`src/common/fep_pkg.sv`:
```
`default_nettype none
package fep_pkg;
  // Rates in MHz; cycle counts derive from the core clock.
  localparam int CLK_MHZ  = 250;
  localparam int BIT_MHZ  = 125;
  localparam int NIB_MHZ  = 25;
  localparam int SLOW_MHZ = 20;
  localparam int REF_MHZ  = 50;
  localparam logic [3:0] NIB_LAST  = 4'(CLK_MHZ / NIB_MHZ - 1);
  localparam logic [3:0] NIB_HALF  = 4'(CLK_MHZ / NIB_MHZ / 2);
  localparam logic [2:0] REF_LAST  = 3'(CLK_MHZ / REF_MHZ - 1);
  localparam logic [2:0] REF_HIGH  = 3'((CLK_MHZ / REF_MHZ + 1) / 2);
  localparam logic [8:0] SLOW_STEP = 9'(SLOW_MHZ);
  localparam logic [8:0] SLOW_WRAP = 9'(CLK_MHZ);
  localparam logic [2:0] OSC_TMO   = 3'h4;
  localparam logic [1:0] STRAP_WAIT = 2'h2;
  localparam logic [5:0] LOCK_LAST  = 6'h1F;

  // Strap pin positions.
  localparam int STRAP_W      = 7;
  localparam int STRAP_SPEED  = 0;
  localparam int STRAP_DUPLEX = 1;
  localparam int STRAP_ANEG   = 2;
  localparam int STRAP_ISO    = 3;
  localparam int STRAP_CFG    = 4;
  localparam logic [2:0] CFG_RMII = 3'h1;

  // Register map and fields.
  localparam logic [4:0] REG_CTRL = 5'h00;
  localparam logic [4:0] REG_ADV  = 5'h04;
  localparam logic [4:0] REG_STAT = 5'h11;
  localparam int CTRL_SPEED  = 13;
  localparam int CTRL_ANEG   = 12;
  localparam int CTRL_ISO    = 10;
  localparam int CTRL_DUPLEX = 8;
  localparam logic [15:0] CTRL_WR_MSK = 16'h3500;
  localparam logic [15:0] ADV_BASE    = 16'h0061;
  localparam logic [15:0] ADV_100     = 16'h0180;

  // Code groups, first bit on the line is bit 4.
  localparam logic [4:0] CG_I = 5'h1F;
  localparam logic [4:0] CG_J = 5'h18;
  localparam logic [4:0] CG_K = 5'h11;
  localparam logic [4:0] CG_T = 5'h0D;
  localparam logic [4:0] CG_R = 5'h07;
  localparam logic [3:0] NIB_PRE = 4'h5;
  localparam logic [10:0] SCR_SEED = 11'h7FF;

  typedef enum logic [1:0] {TX_IDLE, TX_K, TX_DATA, TX_R} fep_tx_st_t;

  function automatic logic [4:0] fep_enc(input logic [3:0] nib);
    logic [4:0] r;
    case (nib)
      4'h0: r = 5'h1E;
      4'h1: r = 5'h09;
      4'h2: r = 5'h14;
      4'h3: r = 5'h15;
      4'h4: r = 5'h0A;
      4'h5: r = 5'h0B;
      4'h6: r = 5'h0E;
      4'h7: r = 5'h0F;
      4'h8: r = 5'h12;
      4'h9: r = 5'h13;
      4'hA: r = 5'h16;
      4'hB: r = 5'h17;
      4'hC: r = 5'h1A;
      4'hD: r = 5'h1B;
      4'hE: r = 5'h1C;
      default: r = 5'h1D;
    endcase
    return r;
  endfunction : fep_enc

  // Returns {valid, nibble}.
  function automatic logic [4:0] fep_dec(input logic [4:0] cg);
    logic [4:0] r;
    r = 5'h00;
    for (int i = 0; i < 16; i++) begin
      if (fep_enc(4'(i)) == cg) begin
        r = {1'b1, 4'(i)};
      end
    end
    return r;
  endfunction : fep_dec
endpackage : fep_pkg
`default_nettype wire

```
`src/common/fep_clk_if.sv`:
```
`default_nettype none
interface fep_clk_if;
  logic en125;
  logic en25;
  logic en20;
  logic txc;
  logic ref50;
  logic osc_alive;
  logic rmii;
  modport gen (output en125, en25, en20, txc, ref50, osc_alive,
               input rmii);
  modport snk (input en125, en25, en20, txc, ref50, osc_alive,
               output rmii);
endinterface : fep_clk_if
`default_nettype wire

```
`src/fep_pcs_top.sv`:
```
`default_nettype none
module fep_pcs_top (
  // Clock and reset
  input  wire logic                         i_ref_clk,
  input  wire logic                         i_sys_rst,
  // Strap pins
  input  wire logic [fep_pkg::STRAP_W-1:0]  i_strap_pin,
  output logic      [fep_pkg::STRAP_W-1:0]  o_strap_pin,
  output logic      [fep_pkg::STRAP_W-1:0]  o_strap_oe,
  output logic                              o_rmii_mode,
  // Reference oscillator and clocks to the MAC
  input  wire logic                         i_osc_clk,
  output logic                              o_txc,
  output logic                              o_ref50_clk,
  // MAC transmit
  input  wire logic                         i_tx_en,
  input  wire logic [3:0]                   i_txd,
  // MAC receive
  output logic                              o_rx_dv,
  output logic                              o_rx_er,
  output logic      [3:0]                   o_rxd,
  // Line symbols: 00 zero, 01 plus, 11 minus
  output logic      [1:0]                   o_tx_line,
  input  wire logic [1:0]                   i_rx_line,
  // Register port
  input  wire logic [4:0]                   i_addr,
  input  wire logic [15:0]                  i_wr_data,
  input  wire logic                         i_wr,
  input  wire logic                         i_rd,
  output logic      [15:0]                  o_rd_data
);
  import fep_pkg::*;

  fep_clk_if ck ();

  fep_clk_gen u_clk (
    .i_ref_clk (i_ref_clk),
    .i_sys_rst (i_sys_rst),
    .i_osc_clk (i_osc_clk),
    .ck        (ck)
  );

  assign ck.rmii     = o_rmii_mode;
  assign o_txc       = ck.txc;
  assign o_ref50_clk = ck.ref50;

  // Straps and registers.
  logic [STRAP_W-1:0] strap_s1_ff, strap_s2_ff, nxt_strap_val;
  logic [1:0]         strap_cnt_ff, nxt_strap_cnt;
  logic               strap_done_ff, nxt_strap_done, nxt_rmii;
  logic [15:0]        ctrl_ff, nxt_ctrl, adv_ff, nxt_adv, nxt_rd_data;
  logic               speed100, isolate, locked_ff, inframe_ff;

  assign speed100 = ctrl_ff[CTRL_SPEED];
  assign isolate  = ctrl_ff[CTRL_ISO];

  always_comb begin
    nxt_strap_cnt  = strap_cnt_ff;
    nxt_strap_done = strap_done_ff;
    nxt_strap_val  = o_strap_pin;
    nxt_ctrl       = ctrl_ff;
    nxt_adv        = adv_ff;
    nxt_rmii       = o_rmii_mode;
    if (!strap_done_ff) begin
      // Synchronised pins settle before they are caught.
      if (strap_cnt_ff == STRAP_WAIT) begin
        nxt_strap_done = 1'b1;
        nxt_strap_val  = strap_s2_ff;
        nxt_ctrl       = 16'h0000;
        nxt_ctrl[CTRL_SPEED]  = strap_s2_ff[STRAP_SPEED];
        nxt_ctrl[CTRL_DUPLEX] = ~strap_s2_ff[STRAP_DUPLEX];
        nxt_ctrl[CTRL_ANEG]   = strap_s2_ff[STRAP_ANEG];
        nxt_ctrl[CTRL_ISO]    = strap_s2_ff[STRAP_ISO];
        nxt_adv  = ADV_BASE
                 | (strap_s2_ff[STRAP_SPEED] ? ADV_100 : 16'h0000);
        nxt_rmii = strap_s2_ff[STRAP_CFG+:3] == CFG_RMII;
      end else begin
        nxt_strap_cnt = strap_cnt_ff + 2'h1;
      end
    end else if (i_wr && i_addr == REG_CTRL) begin
      nxt_ctrl = i_wr_data & CTRL_WR_MSK;
    end else if (i_wr && i_addr == REG_ADV) begin
      nxt_adv = i_wr_data;
    end
    nxt_rd_data = 16'h0000;
    if (i_rd) begin
      case (i_addr)
        REG_CTRL: nxt_rd_data = ctrl_ff;
        REG_ADV:  nxt_rd_data = adv_ff;
        REG_STAT: nxt_rd_data = {12'h000, ck.osc_alive, o_rmii_mode,
                                 inframe_ff, locked_ff};
        default:  nxt_rd_data = 16'h0000;
      endcase
    end
  end

  always_ff @(posedge i_ref_clk or posedge i_sys_rst) begin
    if (i_sys_rst) begin
      strap_s1_ff   <= '0;
      strap_s2_ff   <= '0;
      strap_cnt_ff  <= 2'h0;
      strap_done_ff <= 1'b0;
      o_strap_pin   <= '0;
      o_strap_oe    <= '0;
      ctrl_ff       <= 16'h0000;
      adv_ff        <= 16'h0000;
      o_rmii_mode   <= 1'b0;
      o_rd_data     <= 16'h0000;
    end else begin
      strap_s1_ff   <= i_strap_pin;
      strap_s2_ff   <= strap_s1_ff;
      strap_cnt_ff  <= nxt_strap_cnt;
      strap_done_ff <= nxt_strap_done;
      o_strap_pin   <= nxt_strap_val;
      o_strap_oe    <= {STRAP_W{nxt_strap_done}};
      ctrl_ff       <= nxt_ctrl;
      adv_ff        <= nxt_adv;
      o_rmii_mode   <= nxt_rmii;
      o_rd_data     <= nxt_rd_data;
    end
  end

  // Transmit chain.
  fep_tx_st_t  tx_st_ff, nxt_tx_st;
  logic [4:0]  tx_sh_ff, nxt_tx_sh;
  logic [10:0] scr_ff, nxt_scr;
  logic [1:0]  mlt_ph_ff, nxt_mlt_ph, nxt_tx_line;
  logic        nrzi_tx_ff, nxt_nrzi_tx, tx_key, tx_sb;

  always_comb begin
    nxt_tx_st   = tx_st_ff;
    nxt_tx_sh   = tx_sh_ff;
    nxt_scr     = scr_ff;
    nxt_nrzi_tx = nrzi_tx_ff;
    nxt_mlt_ph  = mlt_ph_ff;
    tx_key      = scr_ff[10] ^ scr_ff[8];
    tx_sb       = speed100 ? tx_sh_ff[4] ^ tx_key : tx_sh_ff[4];
    if (ck.en25) begin
      case (tx_st_ff)
        TX_IDLE: begin
          nxt_tx_sh = i_tx_en ? CG_J : CG_I;
          nxt_tx_st = i_tx_en ? TX_K : TX_IDLE;
        end
        TX_K: begin
          nxt_tx_sh = CG_K;
          nxt_tx_st = TX_DATA;
        end
        TX_DATA: begin
          nxt_tx_sh = i_tx_en ? fep_enc(i_txd) : CG_T;
          nxt_tx_st = i_tx_en ? TX_DATA : TX_R;
        end
        TX_R: begin
          nxt_tx_sh = CG_R;
          nxt_tx_st = TX_IDLE;
        end
        default: begin
          nxt_tx_sh = CG_I;
          nxt_tx_st = TX_IDLE;
        end
      endcase
    end else if (ck.en125) begin
      nxt_tx_sh   = {tx_sh_ff[3:0], 1'b0};
      nxt_scr     = {scr_ff[9:0], tx_key};
      nxt_nrzi_tx = nrzi_tx_ff ^ tx_sb;
      nxt_mlt_ph  = mlt_ph_ff + {1'b0, nxt_nrzi_tx ^ nrzi_tx_ff};
    end
    case (nxt_mlt_ph)
      2'h1:    nxt_tx_line = 2'h1;
      2'h3:    nxt_tx_line = 2'h3;
      default: nxt_tx_line = 2'h0;
    endcase
  end

  always_ff @(posedge i_ref_clk or posedge i_sys_rst) begin
    if (i_sys_rst) begin
      tx_st_ff   <= TX_IDLE;
      tx_sh_ff   <= CG_I;
      scr_ff     <= SCR_SEED;
      nrzi_tx_ff <= 1'b0;
      mlt_ph_ff  <= 2'h0;
      o_tx_line  <= 2'h0;
    end else begin
      tx_st_ff   <= nxt_tx_st;
      tx_sh_ff   <= nxt_tx_sh;
      scr_ff     <= nxt_scr;
      nrzi_tx_ff <= nxt_nrzi_tx;
      mlt_ph_ff  <= nxt_mlt_ph;
      o_tx_line  <= nxt_tx_line;
    end
  end

  // Receive chain: two samples per bit, phase pulled in by NRZI edges.
  logic [1:0]  rx_s1_ff, rx_s2_ff, rx_lvl_ff;
  logic        rnrzi_ff, nxt_rnrzi, rnrzi_d_ff, rph_ff, nxt_rph;
  logic        rlast_ff, nxt_rlast, nxt_locked, nxt_inframe;
  logic        rx_nrz, rx_plain, rx_kpred, rx_kobs, rx_trans;
  logic [10:0] dsc_ff, nxt_dsc;
  logic [5:0]  lock_cnt_ff, nxt_lock_cnt;
  logic [9:0]  rsh_ff, nxt_rsh;
  logic [2:0]  rbit_ff, nxt_rbit;
  logic [4:0]  rx_grp, rx_dec;
  logic [3:0]  nxt_rxd;
  logic        nxt_rx_dv, nxt_rx_er;

  always_comb begin
    nxt_rnrzi    = rnrzi_ff ^ (rx_s2_ff != rx_lvl_ff);
    rx_trans     = rnrzi_ff != rnrzi_d_ff;
    nxt_rph      = rx_trans ? 1'b1 : ~rph_ff;
    nxt_rlast    = rlast_ff;
    nxt_dsc      = dsc_ff;
    nxt_lock_cnt = lock_cnt_ff;
    nxt_locked   = locked_ff;
    nxt_rsh      = rsh_ff;
    nxt_rbit     = rbit_ff;
    nxt_inframe  = inframe_ff;
    nxt_rxd      = o_rxd;
    nxt_rx_dv    = o_rx_dv;
    nxt_rx_er    = o_rx_er;
    rx_nrz       = rnrzi_ff ^ rlast_ff;
    rx_kpred     = dsc_ff[10] ^ dsc_ff[8];
    rx_kobs      = ~rx_nrz;
    rx_plain     = rx_nrz;
    rx_grp       = {rsh_ff[3:0], rx_plain};
    rx_dec       = 5'h00;
    if (rph_ff) begin
      nxt_rlast = rnrzi_ff;
      if (speed100 && locked_ff) begin
        rx_plain = rx_nrz ^ rx_kpred;
        nxt_dsc  = {dsc_ff[9:0], rx_kpred};
      end else if (speed100) begin
        // Line idle is all ones, so the key stream shows through.
        rx_plain     = 1'b1;
        nxt_dsc      = {dsc_ff[9:0], rx_kobs};
        nxt_lock_cnt = (rx_kobs == rx_kpred) ? lock_cnt_ff + 6'h1 : 6'h0;
        nxt_locked   = lock_cnt_ff == LOCK_LAST;
      end
      rx_grp  = {rsh_ff[3:0], rx_plain};
      rx_dec  = fep_dec(rx_grp);
      nxt_rsh = {rsh_ff[8:0], rx_plain};
      if (!inframe_ff) begin
        if (nxt_rsh == {CG_J, CG_K}) begin
          nxt_inframe = 1'b1;
          nxt_rbit    = 3'h0;
          nxt_rxd     = NIB_PRE;
          nxt_rx_dv   = 1'b1;
          nxt_rx_er   = 1'b0;
        end
      end else if (rbit_ff == 3'h4) begin
        nxt_rbit = 3'h0;
        if (rx_grp == CG_T || rx_grp == CG_I) begin
          nxt_inframe = 1'b0;
          nxt_rx_dv   = 1'b0;
          nxt_rx_er   = rx_grp == CG_I;
        end else begin
          nxt_rxd   = rx_dec[3:0];
          nxt_rx_er = ~rx_dec[4];
        end
      end else begin
        nxt_rbit = rbit_ff + 3'h1;
      end
    end
    // Isolation parks the MAC receive outputs.
    if (isolate) begin
      nxt_rxd   = 4'h0;
      nxt_rx_dv = 1'b0;
      nxt_rx_er = 1'b0;
    end
  end

  always_ff @(posedge i_ref_clk or posedge i_sys_rst) begin
    if (i_sys_rst) begin
      rx_s1_ff    <= 2'h0;
      rx_s2_ff    <= 2'h0;
      rx_lvl_ff   <= 2'h0;
      rnrzi_ff    <= 1'b0;
      rnrzi_d_ff  <= 1'b0;
      rph_ff      <= 1'b0;
      rlast_ff    <= 1'b0;
      dsc_ff      <= SCR_SEED;
      lock_cnt_ff <= 6'h00;
      locked_ff   <= 1'b0;
      rsh_ff      <= 10'h000;
      rbit_ff     <= 3'h0;
      inframe_ff  <= 1'b0;
      o_rxd       <= 4'h0;
      o_rx_dv     <= 1'b0;
      o_rx_er     <= 1'b0;
    end else begin
      rx_s1_ff    <= i_rx_line;
      rx_s2_ff    <= rx_s1_ff;
      rx_lvl_ff   <= rx_s2_ff;
      rnrzi_ff    <= nxt_rnrzi;
      rnrzi_d_ff  <= rnrzi_ff;
      rph_ff      <= nxt_rph;
      rlast_ff    <= nxt_rlast;
      dsc_ff      <= nxt_dsc;
      lock_cnt_ff <= nxt_lock_cnt;
      locked_ff   <= nxt_locked;
      rsh_ff      <= nxt_rsh;
      rbit_ff     <= nxt_rbit;
      inframe_ff  <= nxt_inframe;
      o_rxd       <= nxt_rxd;
      o_rx_dv     <= nxt_rx_dv;
      o_rx_er     <= nxt_rx_er;
    end
  end
endmodule : fep_pcs_top
`default_nettype wire

```
`src/fep_clk_gen.sv`:
```
`default_nettype none
module fep_clk_gen (
  // Clock and reset
  input wire logic i_ref_clk,
  input wire logic i_sys_rst,
  // Reference oscillator, sampled as a plain input
  input wire logic i_osc_clk,
  // Rate enables, MAC clocks and oscillator status
  fep_clk_if.gen   ck
);
  import fep_pkg::*;

  logic [3:0] nib_cnt_ff, nxt_nib_cnt;
  logic [7:0] slow_acc_ff, nxt_slow_acc;
  logic [8:0] slow_sum;
  logic [2:0] ref_cnt_ff, nxt_ref_cnt;
  logic [2:0] osc_tmo_ff, nxt_osc_tmo;
  logic       txc_ff, nxt_txc, ref_ff, nxt_ref, alive_ff, nxt_alive;
  logic       osc_s1_ff, osc_s2_ff, osc_d_ff;
  logic       en20;

  always_comb begin
    nxt_nib_cnt  = (nib_cnt_ff == NIB_LAST) ? 4'h0 : nib_cnt_ff + 4'h1;
    nxt_txc      = nxt_nib_cnt < NIB_HALF;
    slow_sum     = {1'b0, slow_acc_ff} + SLOW_STEP;
    en20         = slow_sum >= SLOW_WRAP;
    nxt_slow_acc = en20 ? 8'(slow_sum - SLOW_WRAP) : slow_sum[7:0];
    nxt_ref_cnt  = (ref_cnt_ff == REF_LAST) ? 3'h0 : ref_cnt_ff + 3'h1;
    // The reference only leaves the block in reduced-interface mode.
    nxt_ref      = ck.rmii & (nxt_ref_cnt < REF_HIGH);
    // Oscillator presence is timed in 20 MHz ticks.
    if (osc_s2_ff != osc_d_ff) begin
      nxt_osc_tmo = 3'h0;
    end else if (en20 && osc_tmo_ff != OSC_TMO) begin
      nxt_osc_tmo = osc_tmo_ff + 3'h1;
    end else begin
      nxt_osc_tmo = osc_tmo_ff;
    end
    nxt_alive = nxt_osc_tmo != OSC_TMO;
  end

  always_ff @(posedge i_ref_clk or posedge i_sys_rst) begin
    if (i_sys_rst) begin
      nib_cnt_ff  <= 4'h0;
      slow_acc_ff <= 8'h00;
      ref_cnt_ff  <= 3'h0;
      osc_tmo_ff  <= OSC_TMO;
      txc_ff      <= 1'b0;
      ref_ff      <= 1'b0;
      alive_ff    <= 1'b0;
      osc_s1_ff   <= 1'b0;
      osc_s2_ff   <= 1'b0;
      osc_d_ff    <= 1'b0;
    end else begin
      nib_cnt_ff  <= nxt_nib_cnt;
      slow_acc_ff <= nxt_slow_acc;
      ref_cnt_ff  <= nxt_ref_cnt;
      osc_tmo_ff  <= nxt_osc_tmo;
      txc_ff      <= nxt_txc;
      ref_ff      <= nxt_ref;
      alive_ff    <= nxt_alive;
      osc_s1_ff   <= i_osc_clk;
      osc_s2_ff   <= osc_s1_ff;
      osc_d_ff    <= osc_s2_ff;
    end
  end

  // Bit enable on even counts, nibble enable on the last odd count.
  assign ck.en125     = ~nib_cnt_ff[0];
  assign ck.en25      = nib_cnt_ff == NIB_LAST;
  assign ck.en20      = en20;
  assign ck.txc       = txc_ff;
  assign ck.ref50     = ref_ff;
  assign ck.osc_alive = alive_ff;
endmodule : fep_clk_gen
`default_nettype wire

```
`config.mk`:
```
export PLATFORM = sky130hd
export DESIGN_NAME = fep_pcs_top
export DESIGN_NICKNAME = d
export VERILOG_FILES = /design/src/common/fep_pkg.sv /design/src/common/fep_clk_if.sv /design/src/fep_pcs_top.sv /design/src/fep_clk_gen.sv
export SDC_FILE = /design/constraint.sdc
export NUM_CORES = 1
export LEC_CHECK = 0
export BUFFER_PORTS_ARGS = -buffer_cell sky130_fd_sc_hd__buf_2
export CELL_PAD_IN_SITES_DETAIL_PLACEMENT = 2
export CELL_PAD_IN_SITES_GLOBAL_PLACEMENT = 2
export CORE_MARGIN = 2
export CORE_UTILIZATION = 35
export CTS_BUF_LIST = sky130_fd_sc_hd__clkbuf_4
export DETAILED_ROUTE_END_ITERATION = 7
export GPL_ROUTABILITY_DRIVEN = 0
export GPL_TIMING_DRIVEN = 0
export PLACE_DENSITY_LB_ADDON = 0.1
export SLEW_MARGIN = 40
export SYNTH_ARGS = -nofsm -noshare
export SYNTH_HDL_FRONTEND = slang
export SYNTH_HIERARCHICAL = 1
export SYNTH_SLANG_ARGS = --single-unit
```
`constraint.sdc`:
```
create_clock -name i_ref_clk -period 7.4 [get_ports i_ref_clk]
set_input_delay 1.48 -clock i_ref_clk [delete_from_list [all_inputs] [get_ports i_ref_clk]]
set_output_delay 1.48 -clock i_ref_clk [all_outputs]
set_load 0.05 [all_outputs]
```
==> results of run 1 <==
## critical path, cell delays in order (launching register included)
cell                      delay (ns)
sky130_fd_sc_hd__dfrtp_1        0.54
sky130_fd_sc_hd__buf_4          0.17
sky130_fd_sc_hd__buf_2          0.26
## metal layers
metal / vias to the layer above / global-route usage / routed length (um)
met5: - / 0 / 0
met4: 0 / 0.0500 / 180
met3: 9 / 0.0359 / 579
met2: 69 / 0.291 / 8060
met1: 2485 / 0.211 / 7010
li1: 2305 / - / -
## state kept, by name, summed over array words and instances, names as in the netlist, 5 cells and up
signal             cells
o_strap_pin            7
strap_s1_ff            7
scr_ff                11
o_rd_data             16
rsh_ff                 9
tx_sh_ff               5
dsc_ff                11
lock_cnt_ff            6
strap_s2_ff            7
adv_ff                16
u_clk/slow_acc_ff      7
## per-stage QoR
| stage | utilization | hold WS, ns | setup slack (ns) | instance area, um^2 |
|---|---|---|---|---|
| after global routing | 0.418 | 0.374 | 4.30 | 7870 |
| after global placement | 0.398 | 0.334 | 0.932 | 7490 |
| final | 0.418 | 0.366 | 4.40 | 7870 |
| after CTS | 0.417 | 0.369 | 4.35 | 7860 |
| after detailed placement | 0.400 | 0.338 | 4.05 | 7520 |
| after floorplan | - | 0.331 | 2.50 | 6770 |
## worst max-delay path by stage
stage	to	slack [ns]	cells past startpoint
detailed placement	adv_ff[11]	4.05	8
CTS	o_strap_oe[0]	4.35	2
finish	o_strap_oe[0]	4.40	2
floorplan	adv_ff[0]	2.50	1
global placement	o_rd_data[6]	0.93	2
global route	o_strap_oe[4]	4.30	2
## cell type report
class	count	area (um^2)	area share
antenna	1	2.50	0.000318
clock inverter	13	194	0.0246
sequential	153	3860	0.491
inverter	28	113	0.0143
timing repair buffer	80	423	0.0537
buffer	36	209	0.0266
clock buffer	19	143	0.0181
tap	260	325	0.0413
multi-input combinational	401	2600	0.330
## power by group
group	internal (mW)	switching, mW	leakage [nW]
Clock	0.279	0.317	0.166
Sequential	0.971	0.0686	1.83
Combinational	0.224	0.308	1.68
## cells in the mapped netlist, types with 9 or more instances
cell | n | share of area
sky130_fd_sc_hd__ha_1 | 17 | 0.031
sky130_fd_sc_hd__nor2_1 | 34 | 0.019
sky130_fd_sc_hd__mux2_2 | 27 | 0.045
sky130_fd_sc_hd__nor2b_1 | 14 | 0.013
sky130_fd_sc_hd__o21ai_0 | 30 | 0.022
sky130_fd_sc_hd__mux2i_1 | 14 | 0.021
sky130_fd_sc_hd__clkbuf_1 | 15 | 0.0083
sky130_fd_sc_hd__dfstp_2 | 28 | 0.11
sky130_fd_sc_hd__xnor2_1 | 17 | 0.022
sky130_fd_sc_hd__nand3_1 | 21 | 0.016
sky130_fd_sc_hd__and3_1 | 10 | 0.0092
sky130_fd_sc_hd__inv_1 | 28 | 0.016
sky130_fd_sc_hd__a31oi_1 | 9 | 0.0083
sky130_fd_sc_hd__dfrtp_1 | 125 | 0.46
sky130_fd_sc_hd__nor3_1 | 11 | 0.0081
sky130_fd_sc_hd__buf_4 | 12 | 0.013
sky130_fd_sc_hd__a21oi_1 | 16 | 0.012
sky130_fd_sc_hd__nand2_1 | 102 | 0.057
## cell families after synthesis
logic type | after synthesis
mux | 41
fa+ha+maj | 17
compound gates | 100
flops | 153
buf+inv | 64
simple gates | 217
xor+xnor | 26
==> impl_metrics.ini, run 1 <==
[floorplan]
fp.coreArea_um2 = 18800
row_count = 50
die_x_um = 143
floorplan.initialDensity = 0.359
floorplan.die.height_um = 143
ioPinCount = 81
fp.dieArea_um2 = 20500

[synth]
synth_top_family_by_area = simple AND/OR/NAND/NOR gates
fraction_of_the_mapped_netlist_area_in_compound_gates = 0.102
synthCells = 618
synth-simple-area-share = 0.148
sequential_to_total_area_share_from_yosys_stat = 0.571
synth-edff-count = 0
synth-xor-area-share = 0.0348
synth-main-ff-cell = sky130_fd_sc_hd__dfrtp_1
synthesis.yosys.warnings = 6
avgSynthCellArea_um2 = 11.0
synth-adder-area-share = 0.0314
post_synth_num_cell_types = 60
syn_nets = 675
multiplexer_fraction_of_the_synthesized_cell_area = 0.0656
synthesis.area_um2 = 6770
ys_seq_elements = 153
async_reset_ff_frac = 1.00

[place]
placed_cells = 958
port-buffer-count = 79
detailedPlacementHpwl_um = 11500

[clock_tree]
worst_setup_hold_path_clk_slew_ns = 0.13
cts_resized = 0
clock_tree.buffer_depth = 2
clock_sink_count = 153
cts_post_setup_buffers_inserted = 0
ctsRootBufferMaster = sky130_fd_sc_hd__clkbuf_4
clk-insertion-delay-late_ns = 0.56
cts_made_buffers = 17
holdBufCountCts = 0
tritoncts_clock_tree = yes
h-tree-depth = 4

[critical_path]
timing.reg2reg.worst_path_depth = 6
arrival_ns = 1.52
critPathCaptureType = output port
worstPathMaxFanout = 10
worst-endpoint-required_ns = 5.92
rr_endpoint = scr_ff[7]
worst_setup_path_startpoint = strap_done_ff
timing.setup.critical_path_class = reg2out
reg2reg_from = u_clk/nib_cnt_ff[2]
cp-start-kind = flip-flop
regToRegSetupSlack_ns = 5.25

[routing]
dr.first_iter.drc_count = 118
dr_total_vias = 4868
dr.pass1.iters = 4
sum_of_routed_wire_length_over_all_layers_um = 15800
wire_per_inst_um = 16.0
via_density = 4.91
postRouteAntennaNets = 0
drc = 0

[sta]
timing_worst_slew_pin_value_ns = 0.670
report.final.slew_viol_count = 0
slew-limit-headroom = 0.550
final_period_minus_worst_setup_slack_ns = 3.00
hold_violations = 0
min_period_over_period = 0.406
final_setup_violations = 0
clock_skew_ns = 0.0182
grt_setup_unrepaired = false
fmax_mhz = 333
totalNegativeSetupSlack_ns = 0

[min_path]
holdCritStartpoint = strap_s1_ff[6]
timing.hold.worst_path_depth = 0
worstHoldEndpoint = strap_s2_ff[6]
worstHoldPathType = reg2reg

[power]
worst_ir_drop_vdd_uv = 97.1
p_per_area_nw_per_um2 = 276
power_leakage_nw = 3.68
post_layout_power_mw = 2.17

[cells_and_area]
post_route_insts_no_fill = 991
layout_cells_sized_above_1 = 0.275
syn2layout_area_growth_pct = 16.3
layout_commonest_cell = sky130_fd_sc_hd__dfrtp_1
final.fill_count = 2018
layout.nets = 774
mostFrequentLayoutCells = 125 x sky130_fd_sc_hd__dfrtp_1, 102 x sky130_fd_sc_hd__nand2_1, 83 x sky130_fd_sc_hd__buf_2

[outcome]
outcome = finished, final reports clean

[global_route]
grt_pass1_vias = 5361
grt_start_max_net_pins = 70
grt_util_all_layers = 0.168
global_route_wire_length_before_repair_um = 26800
gr-total-overflow = 0
grt_antenna_before_repair = 1

[run]
timing.max_cap.violations = 0
Note: power is estimated with default switching activity, not from simulation.
==> run 2, diff against run 1 <==
==> constraint.sdc (replaced) <==
create_clock -name i_ref_clk -period 2.6 [get_ports i_ref_clk]
set_input_delay 0.52 -clock i_ref_clk [delete_from_list [all_inputs] [get_ports i_ref_clk]]
set_output_delay 0.52 -clock i_ref_clk [all_outputs]
set_load 0.05 [all_outputs]
==> run 2 against run 1 <==
  * First-iteration DRC count rose by 54%
  * Cell area is 0.97% higher
  * Die area did not move
  * Register-to-register slack worse by 4.8 ns
  * Sequential power rose to 2.8 times the previous value
==> impl_metrics.ini, run 2 (same netlist as run 1, synthesis figures left out) <==
[outcome]
outcome = finished, final reports clean

[floorplan]
ioPinCount = 81
fp.dieArea_um2 = 20500
row_count = 50
fp.coreArea_um2 = 18800
floorplan.die.height_um = 143
die_x_um = 143
floorplan.initialDensity = 0.359

[place]
post_placement_worst_setup_slack_ns = 0.188
detailedPlacementHpwl_um = 12000
placed_cells = 963
port-buffer-count = 79

[sta]
finalWorstSetupSlack_ns = 0.480
hold_violations = 0
timing_worst_slew_pin_value_ns = 0.758
final_setup_violations = 0
final_period_minus_worst_setup_slack_ns = 2.12
slew-limit-headroom = 0.490
min_period_over_period = 0.815
clock_skew_ns = 0.0248
fmax_mhz = 472
report.final.slew_viol_count = 0
grt_setup_unrepaired = false

[global_route]
gr-total-overflow = 0
grt_pass1_vias = 5378
global_route_wire_length_before_repair_um = 27800
grt_antenna_before_repair = 1
grt_util_all_layers = 0.173
grt_start_max_net_pins = 26

[routing]
drc = 0
via_density = 4.87
sum_of_routed_wire_length_over_all_layers_um = 16200
dr.first_iter.drc_count = 182
wire_per_inst_um = 16.3
dr_total_vias = 4864
postRouteAntennaNets = 0
dr.pass1.iters = 4

[critical_path]
crit_path_max_incr_delay_ns = 0.46
worst-endpoint-required_ns = 3.04
timing.reg2reg.worst_path_depth = 6
timing.setup.critical_path_class = reg2reg
combined_buffer_and_inverter_count_along_the_critical_path = 3
arrival_ns = 2.56
critical_path_cell_list = inv_1 > ha_1 > nand2b_1 > clkbuf_1 > clkbuf_1 > mux2_2
crit_path_frequent_cell = sky130_fd_sc_hd__clkbuf_1
worstPathMaxFanout = 10
cp-start-kind = flip-flop
critical_path_cell_count = 6
crit_family = buffers and inverters
critPathCaptureType = flip-flop
crit_path_top_delay_cell = sky130_fd_sc_hd__clkbuf_1

[min_path]
timing.hold.worst_path_depth = 1
worstHoldPathType = in2reg

[cells_and_area]
post_route_insts_no_fill = 998
final_util = 0.422
syn2layout_area_growth_pct = 17.4
layout.nets = 780
layout_cells_sized_above_1 = 0.279
layout_commonest_cell = sky130_fd_sc_hd__dfrtp_1
regArea_um2 = 3860
mostFrequentLayoutCells = 125 x sky130_fd_sc_hd__dfrtp_1, 102 x sky130_fd_sc_hd__nand2_1, 83 x sky130_fd_sc_hd__buf_2
multi_input_area_um2 = 2600
largest_registers = adv_ff: 16 flops, o_rd_data: 16 flops
final.fill_count = 1998

[clock_tree]
ctsRootBufferMaster = sky130_fd_sc_hd__clkbuf_4
clk-insertion-delay-late_ns = 0.56
clock_sink_count = 153
clock_tree.buffer_depth = 2
h-tree-depth = 4
tritoncts_clock_tree = yes
worst_setup_hold_path_clk_slew_ns = 0.13
cts_made_buffers = 17
cts_post_setup_buffers_inserted = 0
cts_resized = 0
holdBufCountCts = 1

[run]
timing.max_cap.violations = 0

[power]
p_per_area_nw_per_um2 = 759
worst_ir_drop_vdd_uv = 288
power_leakage_nw = 3.71
post_layout_power_mw = 6.03
==> run 2: cell types whose count changed in the layout (fill, tap and decap cells not counted), moves of 2 or more <==
cell | before | now
sky130_fd_sc_hd__clkinv_2 | 0 | 4
sky130_fd_sc_hd__clkinv_1 | 0 | 2
sky130_fd_sc_hd__inv_6 | 3 | 1
sky130_fd_sc_hd__clkinv_4 | 2 | 0
sky130_fd_sc_hd__buf_12 | 0 | 4
==> run 2: metrics by stage <==
| step | hold WS, ns | area [um^2] | setup TNS [ns] |
|---|---|---|---|
| 2_1_floorplan | 0.331 | 6770 | 0 |
| 3_3_place_gp | 0.334 | 7490 | -40.24 |
| 3_5_place_dp | 0.337 | 7630 | 0 |
| 4_1_cts | 0.00833 | 7930 | 0 |
| 5_1_grt | 0.00773 | 7950 | 0 |
| 6_report | 0.0731 | 7950 | 0 |
==> run 2: routing by layer <==
metal  vias up  wire (um)  track usage
met3         8        508       0.0369
met5         -          0            0
met2        67       8310        0.302
li1       2327          -            -
met4         0        126       0.0422
met1      2462       7300        0.219
==> run 2: worst reg2reg max path, stage by stage (launching register included) <==
cell	delay (ns)
sky130_fd_sc_hd__dfrtp_1	0.39
sky130_fd_sc_hd__inv_1	0.05
sky130_fd_sc_hd__ha_1	0.24
sky130_fd_sc_hd__nand2b_1	0.09
sky130_fd_sc_hd__clkbuf_1	0.39
sky130_fd_sc_hd__clkbuf_1	0.46
sky130_fd_sc_hd__mux2_2	0.39
==> run 2: final cells by class <==
cell class,count,area share
multi-input combinational,401,0.327
inverter,28,0.0137
tap,260,0.0409
sequential,153,0.486
antenna,2,0.000630
timing repair buffer,86,0.0680
buffer,36,0.0263
clock inverter,14,0.0197
clock buffer,18,0.0170
==> run 2: where the power goes <==
part           internal (mW)  switching [mW]
clock                  0.665           0.864
sequential              2.76           0.199
combinational          0.655           0.882
==> run 2: worst paths after layout <==
kind,startpoint,to,slack [ns]
max reg2reg,strap_cnt_ff[0],o_strap_pin[0],0.48
min,i_strap_pin[1],strap_s1_ff[1],0.07
max in group asynchronous,i_sys_rst,dsc_ff[10],1.40
min in group asynchronous,i_sys_rst,rx_s1_ff[0],0.40
min reg2reg,strap_s1_ff[0],strap_s2_ff[0],0.36
max,strap_cnt_ff[0],o_strap_pin[0],0.48
